===== config.mk =====
export PLATFORM = sky130hd
export DESIGN_NAME = serial_unit_ctrl
export DESIGN_NICKNAME = d
export VERILOG_FILES = /design/src/inc/serial_unit_pkg.sv /design/src/rx_noise_filter.sv /design/src/serial_unit_ctrl.sv
export SDC_FILE = /design/constraint.sdc
export NUM_CORES = 1
export LEC_CHECK = 0
export ABC_CLOCK_PERIOD_IN_PS = 2200
export BUFFER_PORTS_ARGS = -buffer_cell sky130_fd_sc_hd__buf_2
export CAP_MARGIN = 20
export CORE_ASPECT_RATIO = 1.25
export CORE_MARGIN = 2
export CORE_UTILIZATION = 30
export DETAILED_ROUTE_END_ITERATION = 10
export GPL_TIMING_DRIVEN = 0
export SYNTH_ARGS = -nofsm -noshare
export SYNTH_HDL_FRONTEND = slang
export SYNTH_SLANG_ARGS = --single-unit
export TNS_END_PERCENT = 10

===== constraint.sdc =====
create_clock -name clk -period 2.2 [get_ports clk]
set_input_delay 0.11 -clock clk [delete_from_list [all_inputs] [get_ports clk]]
set_output_delay 0.11 -clock clk [all_outputs]
set_load 0.01 [all_outputs]

===== src/inc/serial_unit_pkg.sv =====
package serial_unit_pkg;
    // Array shape
    localparam int NUM_UNITS   = 2;
    localparam int CH_PER_UNIT = 4;
    localparam int NUM_PINS    = 8;
    localparam int NUM_RX      = 4;

    // Shared register byte offsets
    localparam logic [7:0] OFS_FILTER = 8'h00;
    localparam logic [7:0] OFS_PER    = 8'h04;
    localparam logic [7:0] OFS_ISC    = 8'h08;
    localparam logic [7:0] OFS_PDIR   = 8'h0C;
    localparam logic [7:0] OFS_PLAT   = 8'h10;
    localparam logic [7:0] OFS_PIM    = 8'h14;
    localparam logic [7:0] OFS_POM    = 8'h18;
    localparam logic [7:0] OFS_PMC    = 8'h1C;

    // Per-unit block: unit u sits at UNIT_BASE + u * UNIT_STRIDE
    localparam logic [7:0] UNIT_BASE   = 8'h20;
    localparam logic [7:0] UNIT_STRIDE = 8'h20;
    localparam logic [4:0] UOFS_START  = 5'h00;
    localparam logic [4:0] UOFS_STOP   = 5'h04;
    localparam logic [4:0] UOFS_STAT   = 5'h08;
    localparam logic [4:0] UOFS_OE     = 5'h0C;
    localparam logic [4:0] UOFS_BUF    = 5'h10;

    // Field layouts
    localparam logic [7:0] FILTER_MASK   = 8'h55;
    localparam logic [7:0] PER_MASK      = 8'h0C;
    localparam logic [1:0] ISC_MASK      = 2'h3;
    localparam int         PER_UNIT0_BIT = 2;
    localparam int         BUF_CLK_LSB   = 8;
    localparam int         BUF_DATA_LSB  = 0;

    // Reset values
    localparam logic [7:0]  FILTER_RST = 8'h00;
    localparam logic [7:0]  PER_RST    = 8'h00;
    localparam logic [1:0]  ISC_RST    = 2'h0;
    localparam logic [7:0]  PDIR_RST   = 8'hFF;
    localparam logic [7:0]  PLAT_RST   = 8'h00;
    localparam logic [7:0]  PIM_RST    = 8'h00;
    localparam logic [7:0]  POM_RST    = 8'h00;
    localparam logic [7:0]  PMC_RST    = 8'h00;
    localparam logic [3:0]  CH_RST     = 4'h0;
    localparam logic [15:0] BUF_RST    = 16'h0F0F;

    // Bus answers
    localparam logic [1:0] RESP_OKAY   = 2'h0;
    localparam logic [1:0] RESP_SLVERR = 2'h2;
endpackage


===== src/rx_noise_filter.sv =====
`timescale 1ns/1ps
`default_nettype none
module rx_noise_filter (
    input  wire logic clk,
    input  wire logic rstn,
    input  wire logic ce,
    input  wire logic filt_en,
    input  wire logic rx_in,
    output var  logic rx_out
);
    logic s1_reg, s1_next;
    logic s2_reg, s2_next;
    logic hold_reg, hold_next;
    logic out_reg, out_next;

    // Sync chain, then sample on the channel clock enable
    always_comb begin
        s1_next   = rx_in;
        s2_next   = s1_reg;
        hold_next = hold_reg;
        out_next  = out_reg;
        if (ce) begin
            hold_next = s2_reg;
            if (!filt_en || s2_reg == hold_reg) begin
                out_next = s2_reg;
            end
        end
    end

    // State registers
    always_ff @(posedge clk or negedge rstn) begin
        if (!rstn) begin
            s1_reg   <= 1'b1;
            s2_reg   <= 1'b1;
            hold_reg <= 1'b1;
            out_reg  <= 1'b1;
        end else begin
            s1_reg   <= s1_next;
            s2_reg   <= s2_next;
            hold_reg <= hold_next;
            out_reg  <= out_next;
        end
    end

    assign rx_out = out_reg;
endmodule // rx_noise_filter
`default_nettype wire


===== src/serial_unit_ctrl.sv =====
`timescale 1ns/1ps
`default_nettype none
// Summary of operation
// - Per-input filter enable bit: 0 filter off, 1 filter on.
// - Filter on: synchronise, then require two equal samples; off: only sync.
// - Open-drain select 1 makes the serial output pin N-channel open-drain.
// - Input buffer select 1 picks the TTL-level input buffer.
// - Stopped channel does no communication; its pins serve as ports.
// - Peripheral enable bit 2 gates unit 0 clock, bit 3 unit 1.
// - Gated unit ignores control writes and reads back defaults.
// - Switch, filter and port registers stay accessible while gated.
// - Stop trigger 1 stops channel; trigger self-clears once status is 0.
// - Enable status is read-only and cleared only by the stop trigger or by clearing the unit's peripheral enable bit.
// - Stopped channel lets software write its clock output level bit.
// - Output-disabled channel lets software write its data level bit.
module serial_unit_ctrl (
    input  wire logic        clk,
    input  wire logic        rstn,
    input  wire logic [7:0]  awaddr,
    input  wire logic        awvalid,
    output var  logic        awready,
    input  wire logic [31:0] wdata,
    input  wire logic [3:0]  wstrb,
    input  wire logic        wvalid,
    output var  logic        wready,
    output var  logic [1:0]  bresp,
    output var  logic        bvalid,
    input  wire logic        bready,
    input  wire logic [7:0]  araddr,
    input  wire logic        arvalid,
    output var  logic        arready,
    output var  logic [31:0] rdata,
    output var  logic [1:0]  rresp,
    output var  logic        rvalid,
    input  wire logic        rready,
    input  wire logic [3:0]  rx_pin,
    output var  logic [3:0]  rx_data,
    input  wire logic [7:0]  eng_data,
    input  wire logic [7:0]  eng_clk,
    output var  logic [7:0]  chan_active,
    output var  logic [7:0]  clk_level,
    output var  logic [7:0]  pin_o,
    output var  logic [7:0]  pin_oe,
    output var  logic [7:0]  ttl_sel,
    output var  logic [1:0]  unit_clk_en,
    output var  logic        rx_to_intp,
    output var  logic        rx_to_timer
);
    localparam int NU = serial_unit_pkg::NUM_UNITS;
    localparam int NC = serial_unit_pkg::CH_PER_UNIT;

    logic [7:0]  filt_reg, filt_next;
    logic [7:0]  per_reg, per_next;
    logic [1:0]  isc_reg, isc_next;
    logic [7:0]  pdir_reg, pdir_next;
    logic [7:0]  plat_reg, plat_next;
    logic [7:0]  pim_reg, pim_next;
    logic [7:0]  pom_reg, pom_next;
    logic [7:0]  pmc_reg, pmc_next;
    logic [3:0]  stop_reg [NU];
    logic [3:0]  stop_next [NU];
    logic [3:0]  stat_reg [NU];
    logic [3:0]  stat_next [NU];
    logic [3:0]  oe_reg [NU];
    logic [3:0]  oe_next [NU];
    logic [15:0] buf_reg [NU];
    logic [15:0] buf_next [NU];
    logic [3:0]  start_wv [NU];
    logic [NU-1:0] stop_wr;
    logic [NU-1:0] gate;

    logic        awready_reg, awready_next;
    logic        bvalid_reg, bvalid_next;
    logic [1:0]  bresp_reg, bresp_next;
    logic        arready_reg, arready_next;
    logic        rvalid_reg, rvalid_next;
    logic [31:0] rdata_reg, rdata_next;
    logic [1:0]  rresp_reg, rresp_next;
    logic [7:0]  pin_o_reg, pin_o_next;
    logic [7:0]  pin_oe_reg, pin_oe_next;
    logic [7:0]  clk_lvl_reg, clk_lvl_next;
    logic [7:0]  act_reg, act_next;

    logic        wr_fire;
    logic        rd_fire;
    logic [32:0] wr_old;
    logic [32:0] rd_word;
    logic [31:0] lane_mask;
    logic [31:0] wv;

    assign gate[0] = per_reg[serial_unit_pkg::PER_UNIT0_BIT];
    assign gate[1] = per_reg[serial_unit_pkg::PER_UNIT0_BIT + 1];

    // Register read decode; bit 32 flags a mapped address
    function automatic logic [32:0] read_word(input logic [7:0] a);
        logic [31:0] d;
        logic        hit;
        d   = 32'h0000_0000;
        hit = 1'b1;
        case (a)
            serial_unit_pkg::OFS_FILTER: d[7:0] = filt_reg;
            serial_unit_pkg::OFS_PER:    d[7:0] = per_reg;
            serial_unit_pkg::OFS_ISC:    d[1:0] = isc_reg;
            serial_unit_pkg::OFS_PDIR:   d[7:0] = pdir_reg;
            serial_unit_pkg::OFS_PLAT:   d[7:0] = plat_reg;
            serial_unit_pkg::OFS_PIM:    d[7:0] = pim_reg;
            serial_unit_pkg::OFS_POM:    d[7:0] = pom_reg;
            serial_unit_pkg::OFS_PMC:    d[7:0] = pmc_reg;
            default: begin
                hit = 1'b0;
                for (int u = 0; u < NU; u++) begin
                    if (a[7:5] == 3'(u + 1)) begin
                        hit = 1'b1;
                        // Start trigger always reads zero
                        case (a[4:0])
                            serial_unit_pkg::UOFS_START: d = 32'h0000_0000;
                            serial_unit_pkg::UOFS_STOP:  d[3:0] = stop_reg[u];
                            serial_unit_pkg::UOFS_STAT:  d[3:0] = stat_reg[u];
                            serial_unit_pkg::UOFS_OE:    d[3:0] = oe_reg[u];
                            serial_unit_pkg::UOFS_BUF:   d[15:0] = buf_reg[u];
                            default:                     hit = 1'b0;
                        endcase
                    end
                end
            end
        endcase
        return {hit, d};
    endfunction

    // Bus handshakes and merged write value
    assign wr_fire   = awready_reg & awvalid & wvalid;
    assign rd_fire   = arready_reg & arvalid;
    assign wr_old    = read_word(awaddr);
    assign rd_word   = read_word(araddr);
    assign lane_mask = {{8{wstrb[3]}}, {8{wstrb[2]}},
                        {8{wstrb[1]}}, {8{wstrb[0]}}};
    assign wv        = (wr_old[31:0] & ~lane_mask) | (wdata & lane_mask);

    // AXI4-Lite slave: address and data taken together
    always_comb begin
        awready_next = awvalid & wvalid & ~awready_reg & ~bvalid_reg;
        bvalid_next  = bvalid_reg & ~bready;
        bresp_next   = bresp_reg;
        arready_next = arvalid & ~arready_reg & ~rvalid_reg;
        rvalid_next  = rvalid_reg & ~rready;
        rdata_next   = rdata_reg;
        rresp_next   = rresp_reg;
        if (wr_fire) begin
            bvalid_next = 1'b1;
            bresp_next  = wr_old[32] ? serial_unit_pkg::RESP_OKAY
                                     : serial_unit_pkg::RESP_SLVERR;
        end
        if (rd_fire) begin
            rvalid_next = 1'b1;
            rdata_next  = rd_word[31:0];
            rresp_next  = rd_word[32] ? serial_unit_pkg::RESP_OKAY
                                      : serial_unit_pkg::RESP_SLVERR;
        end
    end

    // Control register next state
    always_comb begin
        filt_next = filt_reg;
        per_next  = per_reg;
        isc_next  = isc_reg;
        pdir_next = pdir_reg;
        plat_next = plat_reg;
        pim_next  = pim_reg;
        pom_next  = pom_reg;
        pmc_next  = pmc_reg;
        stop_wr   = '0;
        if (wr_fire) begin
            case (awaddr)
                serial_unit_pkg::OFS_FILTER:
                    filt_next = wv[7:0] & serial_unit_pkg::FILTER_MASK;
                serial_unit_pkg::OFS_PER:
                    per_next = wv[7:0] & serial_unit_pkg::PER_MASK;
                serial_unit_pkg::OFS_ISC:
                    isc_next = wv[1:0] & serial_unit_pkg::ISC_MASK;
                serial_unit_pkg::OFS_PDIR: pdir_next = wv[7:0];
                serial_unit_pkg::OFS_PLAT: plat_next = wv[7:0];
                serial_unit_pkg::OFS_PIM:  pim_next  = wv[7:0];
                serial_unit_pkg::OFS_POM:  pom_next  = wv[7:0];
                serial_unit_pkg::OFS_PMC:  pmc_next  = wv[7:0];
                default: ;
            endcase
        end
        for (int u = 0; u < NU; u++) begin
            start_wv[u] = 4'h0;
            // trigger self-clears once status is low
            stop_next[u] = stop_reg[u] & stat_reg[u];
            oe_next[u]   = oe_reg[u];
            buf_next[u]  = buf_reg[u];
            if (wr_fire && gate[u] && awaddr[7:5] == 3'(u + 1)) begin
                case (awaddr[4:0])
                    serial_unit_pkg::UOFS_START: start_wv[u] = wv[3:0];
                    serial_unit_pkg::UOFS_STOP: begin
                        stop_next[u] = wv[3:0];
                        stop_wr[u]   = 1'b1;
                    end
                    serial_unit_pkg::UOFS_OE: oe_next[u] = wv[3:0];
                    serial_unit_pkg::UOFS_BUF: begin
                        for (int c = 0; c < NC; c++) begin
                            if (!stat_reg[u][c]) begin
                                buf_next[u][serial_unit_pkg::BUF_CLK_LSB + c] =
                                    wv[serial_unit_pkg::BUF_CLK_LSB + c];
                            end
                            if (!oe_reg[u][c]) begin
                                buf_next[u][serial_unit_pkg::BUF_DATA_LSB + c] =
                                    wv[serial_unit_pkg::BUF_DATA_LSB + c];
                            end
                        end
                    end
                    default: ;
                endcase
            end
            // start sets, and wins over stop
            stat_next[u] = (stat_reg[u] & ~stop_reg[u]) | start_wv[u];
            if (!gate[u]) begin
                stop_next[u] = serial_unit_pkg::CH_RST;
                stat_next[u] = serial_unit_pkg::CH_RST;
                oe_next[u]   = serial_unit_pkg::CH_RST;
                buf_next[u]  = serial_unit_pkg::BUF_RST;
            end
        end
    end

    // Pin drive per channel
    always_comb begin
        for (int i = 0; i < serial_unit_pkg::NUM_PINS; i++) begin
            logic act;
            logic lvl;
            logic v;
            act = gate[i / NC] & stat_reg[i / NC][i % NC];
            lvl = (act & oe_reg[i / NC][i % NC]) ? eng_data[i]
                : buf_reg[i / NC][serial_unit_pkg::BUF_DATA_LSB + i % NC];
            v   = plat_reg[i] & lvl;
            // engine reaches pins only while running
            act_next[i] = act;
            clk_lvl_next[i] = act ? eng_clk[i]
                : buf_reg[i / NC][serial_unit_pkg::BUF_CLK_LSB + i % NC];
            pin_o_next[i]  = v & ~pom_reg[i];
            pin_oe_next[i] = ~pdir_reg[i] & ~pmc_reg[i] & ~(pom_reg[i] & v);
        end
    end

    // State registers
    always_ff @(posedge clk or negedge rstn) begin
        if (!rstn) begin
            filt_reg    <= serial_unit_pkg::FILTER_RST;
            per_reg     <= serial_unit_pkg::PER_RST;
            isc_reg     <= serial_unit_pkg::ISC_RST;
            pdir_reg    <= serial_unit_pkg::PDIR_RST;
            plat_reg    <= serial_unit_pkg::PLAT_RST;
            pim_reg     <= serial_unit_pkg::PIM_RST;
            pom_reg     <= serial_unit_pkg::POM_RST;
            pmc_reg     <= serial_unit_pkg::PMC_RST;
            for (int u = 0; u < NU; u++) begin
                stop_reg[u] <= serial_unit_pkg::CH_RST;
                stat_reg[u] <= serial_unit_pkg::CH_RST;
                oe_reg[u]   <= serial_unit_pkg::CH_RST;
                buf_reg[u]  <= serial_unit_pkg::BUF_RST;
            end
            awready_reg <= 1'b0;
            bvalid_reg  <= 1'b0;
            bresp_reg   <= serial_unit_pkg::RESP_OKAY;
            arready_reg <= 1'b0;
            rvalid_reg  <= 1'b0;
            rdata_reg   <= 32'h0000_0000;
            rresp_reg   <= serial_unit_pkg::RESP_OKAY;
            pin_o_reg   <= 8'h00;
            pin_oe_reg  <= 8'h00;
            clk_lvl_reg <= 8'h00;
            act_reg     <= 8'h00;
        end else begin
            filt_reg    <= filt_next;
            per_reg     <= per_next;
            isc_reg     <= isc_next;
            pdir_reg    <= pdir_next;
            plat_reg    <= plat_next;
            pim_reg     <= pim_next;
            pom_reg     <= pom_next;
            pmc_reg     <= pmc_next;
            stop_reg    <= stop_next;
            stat_reg    <= stat_next;
            oe_reg      <= oe_next;
            buf_reg     <= buf_next;
            awready_reg <= awready_next;
            bvalid_reg  <= bvalid_next;
            bresp_reg   <= bresp_next;
            arready_reg <= arready_next;
            rvalid_reg  <= rvalid_next;
            rdata_reg   <= rdata_next;
            rresp_reg   <= rresp_next;
            pin_o_reg   <= pin_o_next;
            pin_oe_reg  <= pin_oe_next;
            clk_lvl_reg <= clk_lvl_next;
            act_reg     <= act_next;
        end
    end

    // Receive filters, two per unit
    for (genvar r = 0; r < serial_unit_pkg::NUM_RX; r++) begin : g_rx
        rx_noise_filter u_filt (
            .clk     (clk),
            .rstn    (rstn),
            .ce      (gate[r / 2]),
            .filt_en (filt_reg[2 * r]),
            .rx_in   (rx_pin[r]),
            .rx_out  (rx_data[r])
        );
    end

    // Outputs
    assign awready     = awready_reg;
    assign wready      = awready_reg;
    assign bvalid      = bvalid_reg;
    assign bresp       = bresp_reg;
    assign arready     = arready_reg;
    assign rvalid      = rvalid_reg;
    assign rdata       = rdata_reg;
    assign rresp       = rresp_reg;
    assign pin_o       = pin_o_reg;
    assign pin_oe      = pin_oe_reg;
    assign clk_level   = clk_lvl_reg;
    assign chan_active = act_reg;
    assign ttl_sel     = pim_reg;
    assign unit_clk_en = per_reg[3:2];
    assign rx_to_intp  = isc_reg[0];
    assign rx_to_timer = isc_reg[1];
endmodule // serial_unit_ctrl
`default_nettype wire


==> flow_summary.toml, run 1 <==
[status]
status = "finished with violations"
violations = "setup timing"

[critical_path]
critPathMaxStageDelay_ps = 610
end_kind = "register"
path_class = "primary input to register"
cp-start-kind = "primary input"
worst-path-buf-inv = 2
crit_chain = "buf_2, nor2_1, nand2_1, a221o_1, o21ai_1, buf_4, o221ai_1"
path_delay_family = "simple AND/OR/NAND/NOR gates"
critPathMaxFanout = 10
arrival_ps = 2520
crit_slowest_cell = "nor2_1"
cp.required_ps = 2490

[layout]
layout-drive-gt1-share = 0.3359
n_fill_cell = 2863
fin_area_um2 = 10690
syn_to_final_growth_pct = 23.10
largest_register_ff_count = 16
nets = 1111
seqCellArea_um2 = 3904
multi_input_area_um2 = 4343
fin_cells = 1402

[placement]
gp_congestion = 0.9597
post-dp-hpwl_um = 24540
io_buffers = 118
dp_cells = 1348
dpl_cell_area_um2 = 9832

[timing]
hold_viol = 0
setup_viol = 4
final.period_utilization = 1.017
worst_pin_slew_ps = 988.8
worst_clock_skew_ps = 11.47
slew_headroom = 0.3357
layout_setup_ws_ps = -37.22
rsz0062_at_grt = "yes"
maxSlewViolCount = 0
fmax_mhz = 447.0
period_minus_slack_ps = 2237

[power_and_ir_drop]
ir_drop_mv = 0.4746
leakage_nw = 4.412
power_density_nw_per_um2 = 619.9

[drt]
totalWireLength_um = 32570
viasPerCell = 5.648
via_count = 7919
drtIter0Drc = 932
antenna_left = 0
drc = 0
firstDrtPassIters = 6
wl_per_cell_um = 23.23

[synth]
synth_edf_count = 0
yosys-top-cells-count = "114 x dfrtp_1, 68 x nand2_1, 59 x nor2_1"
syn_inst = 853
yosys_most_used_dff = "dfrtp_1"
ys_types = 76
syn_area_um2 = 8685
synth_seq_cells = 154
synth_largest_area_cell = "dfrtp_1"
synth-seq-area-share = 0.4495
synth_top_area_share = 0.3285
synth_warnings = 0
post_synth.cell_area_avg_um2 = 10.18
synth.most_common_cell = "dfrtp_1"
synth-async-reset-ratio = 1.000
synth_area_leaders = "dfrtp_1 33%, dfstp_2 12%, mux2_2 6.6%"

[die]
die_h_um = 194.2
die_x_um = 156.2
initial_core_util = 0.3048
rows = 69
io_pins = 168
core_area_um2 = 28490
dieArea_um2 = 30330

[min_path]
hp-class = "primary input to register"

[grt]
track_usage = 0.2164
antenna_found_initial = 4
grt_overflow = 0
grt_pass1_wl_um = 49000
grt_max_degree = 81
grt_pass1_vias = 7769

[clocking]
htree_levels = 4
cts_buffers = 17
insertion_delay_ps = 440
root_buffer = "clkbuf_16"
cts_tree = "done"
clk_pin_slew_ps = 70
cts.sinks = 154
cts_buffer_depth = 2

[flow_run]
drv_cap = 0
-- cell families after synthesis --
kind of cell / synth area share
compound gates: 0.2210
xor+xnor: 0.001009
buf+inv: 0.06339
flops: 0.4495
mux: 0.1013
other cells: 0.0004318
simple gates: 0.1634
-- cells in the final DEF (no fill, tap or decap), types with 8 or more instances in the layout --
master	netlist	routed
o22ai_1	16	16
nand3b_1	8	8
buf_4	36	37
o31ai_1	14	14
conb_1	1	22
dfrtp_1	114	114
a31oi_1	19	19
nand2_1	68	68
a21oi_1	45	44
mux2_2	51	51
and3_1	8	8
a31oi_2	8	8
o221ai_1	9	9
clkbuf_1	26	23
o31ai_2	15	15
dfstp_2	40	40
buf_2	11	127
nor2b_1	10	10
clkbuf_16	0	17
nand3_1	35	35
mux2i_1	26	26
nor3_1	19	16
dlygate4sd3_1	0	20
nand4_1	11	11
a311oi_1	9	9
inv_1	13	13
a22oi_1	18	18
o21ai_0	27	27
nor2_1	59	57
-- per-stage QoR --
| stage | util | hold WS (ps) | setup slack [ps] | total power [mW] | setup TNS, ps |
|---|---|---|---|---|---|
| floorplan | - | -185.6 | 302.4 | 3.319 | 0 |
| global placement | 0.3439 | 217.0 | -1330 | 3.599 | -181840 |
| detailed placement | 0.3451 | 188.4 | -586.1 | 3.613 | -15240 |
| CTS | 0.3742 | 16.36 | 22.66 | 6.688 | 0 |
| global route | 0.3751 | 51.67 | -111.5 | 6.870 | -535.7 |
| finish | 0.3752 | 43.47 | -37.22 | 6.627 | -132.7 |
-- metal layers --
metal  vias to the layer above  part of all wire  GRT usage
li1                       3559                 -          -
met1                      3858              0.41     0.2786
met2                       412              0.47     0.3451
met3                        86             0.077    0.03979
met4                         4             0.047     0.1131
met5                         -           0.00083          0
-- worst register-to-register path: stages, from the launching register on --
cell	delay (ps)
dfrtp_1	380
and3_1	260
clkbuf_2	220
buf_2	270
nand2_1	140
nor2_2	450
mux2_2	390
-- where the power goes --
part / internal [mW] / switching (mW) / total [mW]
registers: 2.91 / 0.0402 / 2.95
logic: 0.238 / 0.416 / 0.654
clock network: 1.87 / 1.16 / 3.03
total: 5.01 / 1.62 / 6.63
-- path summary, 6_finish.rpt --
| check | cells past startpoint | slack (ps) | start | endpoint |
|---|---|---|---|---|
| min | 3 | 40 | wdata[2] | oe_reg[6] |
| min in group asynchronous | 2 | 260 | rstn | oe_reg[5] |
| max in group asynchronous | 3 | 1080 | rstn | pdir_reg[5] |
| min reg2reg | 0 | 350 | g_rx[2].u_filt.s1_reg | g_rx[2].u_filt.s2_reg |
| max reg2reg | 6 | -30 | awready | pom_reg[6] |
| max | 7 | -40 | awaddr[0] | stop_reg[1] |
-- layout make-up --
| class | count | area share |
|---|---|---|
| diodes | 2 | 0.0004682 |
| plain buffers | 82 | 0.04752 |
| clock buffers | 24 | 0.04506 |
| clock inverters | 8 | 0.01124 |
| inverters | 14 | 0.004916 |
| multi-input cells | 623 | 0.4062 |
| flip-flops and latches | 154 | 0.3652 |
| well taps | 355 | 0.04155 |
| repair buffers | 140 | 0.07783 |
-- what timing repair did --
item,in CTS,in global routing
hold endpoints to repair,67,0
buffers inserted,1,0
setup endpoints to repair,43,25
hold buffers,20,0
gates resized for setup,10,9
pin swaps,2,0
(Power assumes the default switching activity.)
==> run 2: changes to the inputs <==
TNS_END_PERCENT = 50   (was 10)
==> run 2 against run 1 <==
Against the previous run: the flow still finishes with violations (setup timing); sequential share of layout area down 0.26 points; power about the same; clock skew up 0.61 ps; cell count up 0.71%; wire length up 0.37%; global-route usage about the same; largest cell class unchanged; critical endpoint is now stop_reg[5].
==> flow_summary.toml, run 2 (synthesized netlist as in run 1, its figures left out) <==
[timing]
rsz0062_at_grt = "no"
worst_clock_skew_ps = 12.08
hold_viol = 0
maxSlewViolCount = 0
layout_setup_ws_ps = -19.82
fmax_mhz = 450.5
worst_pin_slew_ps = 952.0
period_minus_slack_ps = 2220
tns_ps = -37.18
slew_headroom = 0.3604
final.period_utilization = 1.009
setup_viol = 2

[power_and_ir_drop]
ir_drop_mv = 0.4684
leakage_nw = 4.454
power_density_nw_per_um2 = 616.0

[layout]
multi_input_area_um2 = 4349
seqCellArea_um2 = 3904
nets = 1121
layout_common_cells = "128 x buf_2, 114 x dfrtp_1, 68 x nand2_1"
syn_to_final_growth_pct = 23.99
layout-drive-gt1-share = 0.3412
n_fill_cell = 2857
layout_commonest_cell = "buf_2"
largest_register_ff_count = 16
fin_area_um2 = 10770

[critical_path]
worst-path-stages = 7
crit_slowest_cell = "nor2_1"
critPathMaxStageDelay_ps = 610
path_delay_family = "simple AND/OR/NAND/NOR gates"
worst-path-buf-inv = 2
arrival_ps = 2510
end_kind = "register"
critPathMaxFanout = 10
cp-start-kind = "primary input"
path_class = "primary input to register"
cp.required_ps = 2490
ff2ff_path_depth = 4
crit_chain = "buf_2, nor2_1, nand2_1, a221o_1, o21ai_1, buf_4, o221ai_1"

[grt]
track_usage = 0.2166
antenna_found_initial = 4
grt_pass1_wl_um = 48980
grt_max_degree = 81
grt_pass1_vias = 7787
grt_overflow = 0

[die]
rows = 69
die_h_um = 194.2
io_pins = 168
dieArea_um2 = 30330
core_area_um2 = 28490
die_x_um = 156.2
initial_core_util = 0.3048

[drt]
viasPerCell = 5.622
wl_per_cell_um = 23.15
via_count = 7938
drtIter0Drc = 872
firstDrtPassIters = 6
totalWireLength_um = 32690
drc = 0
antenna_left = 0

[status]
status = "finished with violations"
violations = "setup timing"

[min_path]
hp-class = "primary input to register"
hold_depth = 3

[placement]
gp_congestion = 0.9597
post-dp-hpwl_um = 24540
dpl_cell_area_um2 = 9832
io_buffers = 118

[clocking]
clk_pin_slew_ps = 60
cts_tree = "done"
cts.sinks = 154
root_buffer = "clkbuf_16"
insertion_delay_ps = 440
cts_buffer_depth = 2
htree_levels = 4
cts_buffers = 17

[flow_run]
drv_cap = 0
==> run 2: cell types whose count changed in the layout (fill, tap and decap cells not counted), moves of 2 or more <==
cell      change
buf_4        +11
o311ai_0      +2
nor2_4        +2
o311ai_1      -2
nor2_2        -2
==> run 2: per-layer routing <==
metal / vias up / track usage / share of wire
li1: 3579 / - / -
met1: 3883 / 0.2793 / 0.41
met2: 391 / 0.3464 / 0.47
met3: 81 / 0.04426 / 0.070
met4: 4 / 0.1033 / 0.044
met5: - / 0 / 0.00083
==> run 2: final timing paths <==
kind,from,end,slack (ps)
max,awaddr[0],stop_reg[5],-20
min,wdata[5],pdir_reg[5],40
max reg2reg,per_reg[3],stop_reg[1],80
min reg2reg,g_rx[2].u_filt.s1_reg,g_rx[2].u_filt.s2_reg,350
max in group asynchronous,rstn,pdir_reg[5],1070
min in group asynchronous,rstn,oe_reg[5],270
==> run 2: power by group <==
group          switching (mW)  internal, mW  total (mW)
Sequential             0.0402          2.91        2.95
Combinational           0.417         0.238       0.654
Clock                    1.16          1.87        3.03
Total                    1.62          5.01        6.63
==> run 2: what timing repair did <==
action / CTS / global route
setup buffers: 3 / 9
resized for setup: 9 / 6
hold endpoints to repair: 67 / 0
pin swaps: 2 / 2
hold buffers: 20 / 0
endpoints found under the setup margin: 43 / 49
==> run 2: worst register-to-register path, stage by stage (launching register included) <==
cell	delay, ps
dfrtp_1	810
nand3_1	440
nor3_2	390
nand2_1	180
o221ai_1	220
==> run 2: stage by stage <==
stage            util  total power, mW  hold slack, ps  std cells  setup WS (ps)
2_1_floorplan       -            3.319          -185.6        874          302.4
3_3_place_gp   0.3439            3.599           217.0       1347          -1330
3_5_place_dp   0.3451            3.613           188.4       1348         -586.1
4_1_cts        0.3748            6.688           16.36       1402         -91.30
5_1_grt        0.3779            6.876           46.28       1411          11.64
6_report       0.3780            6.633           42.22       1412         -19.82
==> run 2: final cells by class <==
type / instances / share of cell area
multi-input combinational: 623 / 0.4039
sequential: 154 / 0.3625
timing repair buffer: 151 / 0.08494
buffer: 81 / 0.04613
clock buffer: 24 / 0.04474
tap: 355 / 0.04125
clock inverter: 8 / 0.01116
inverter: 14 / 0.004880
antenna: 2 / 0.0004648
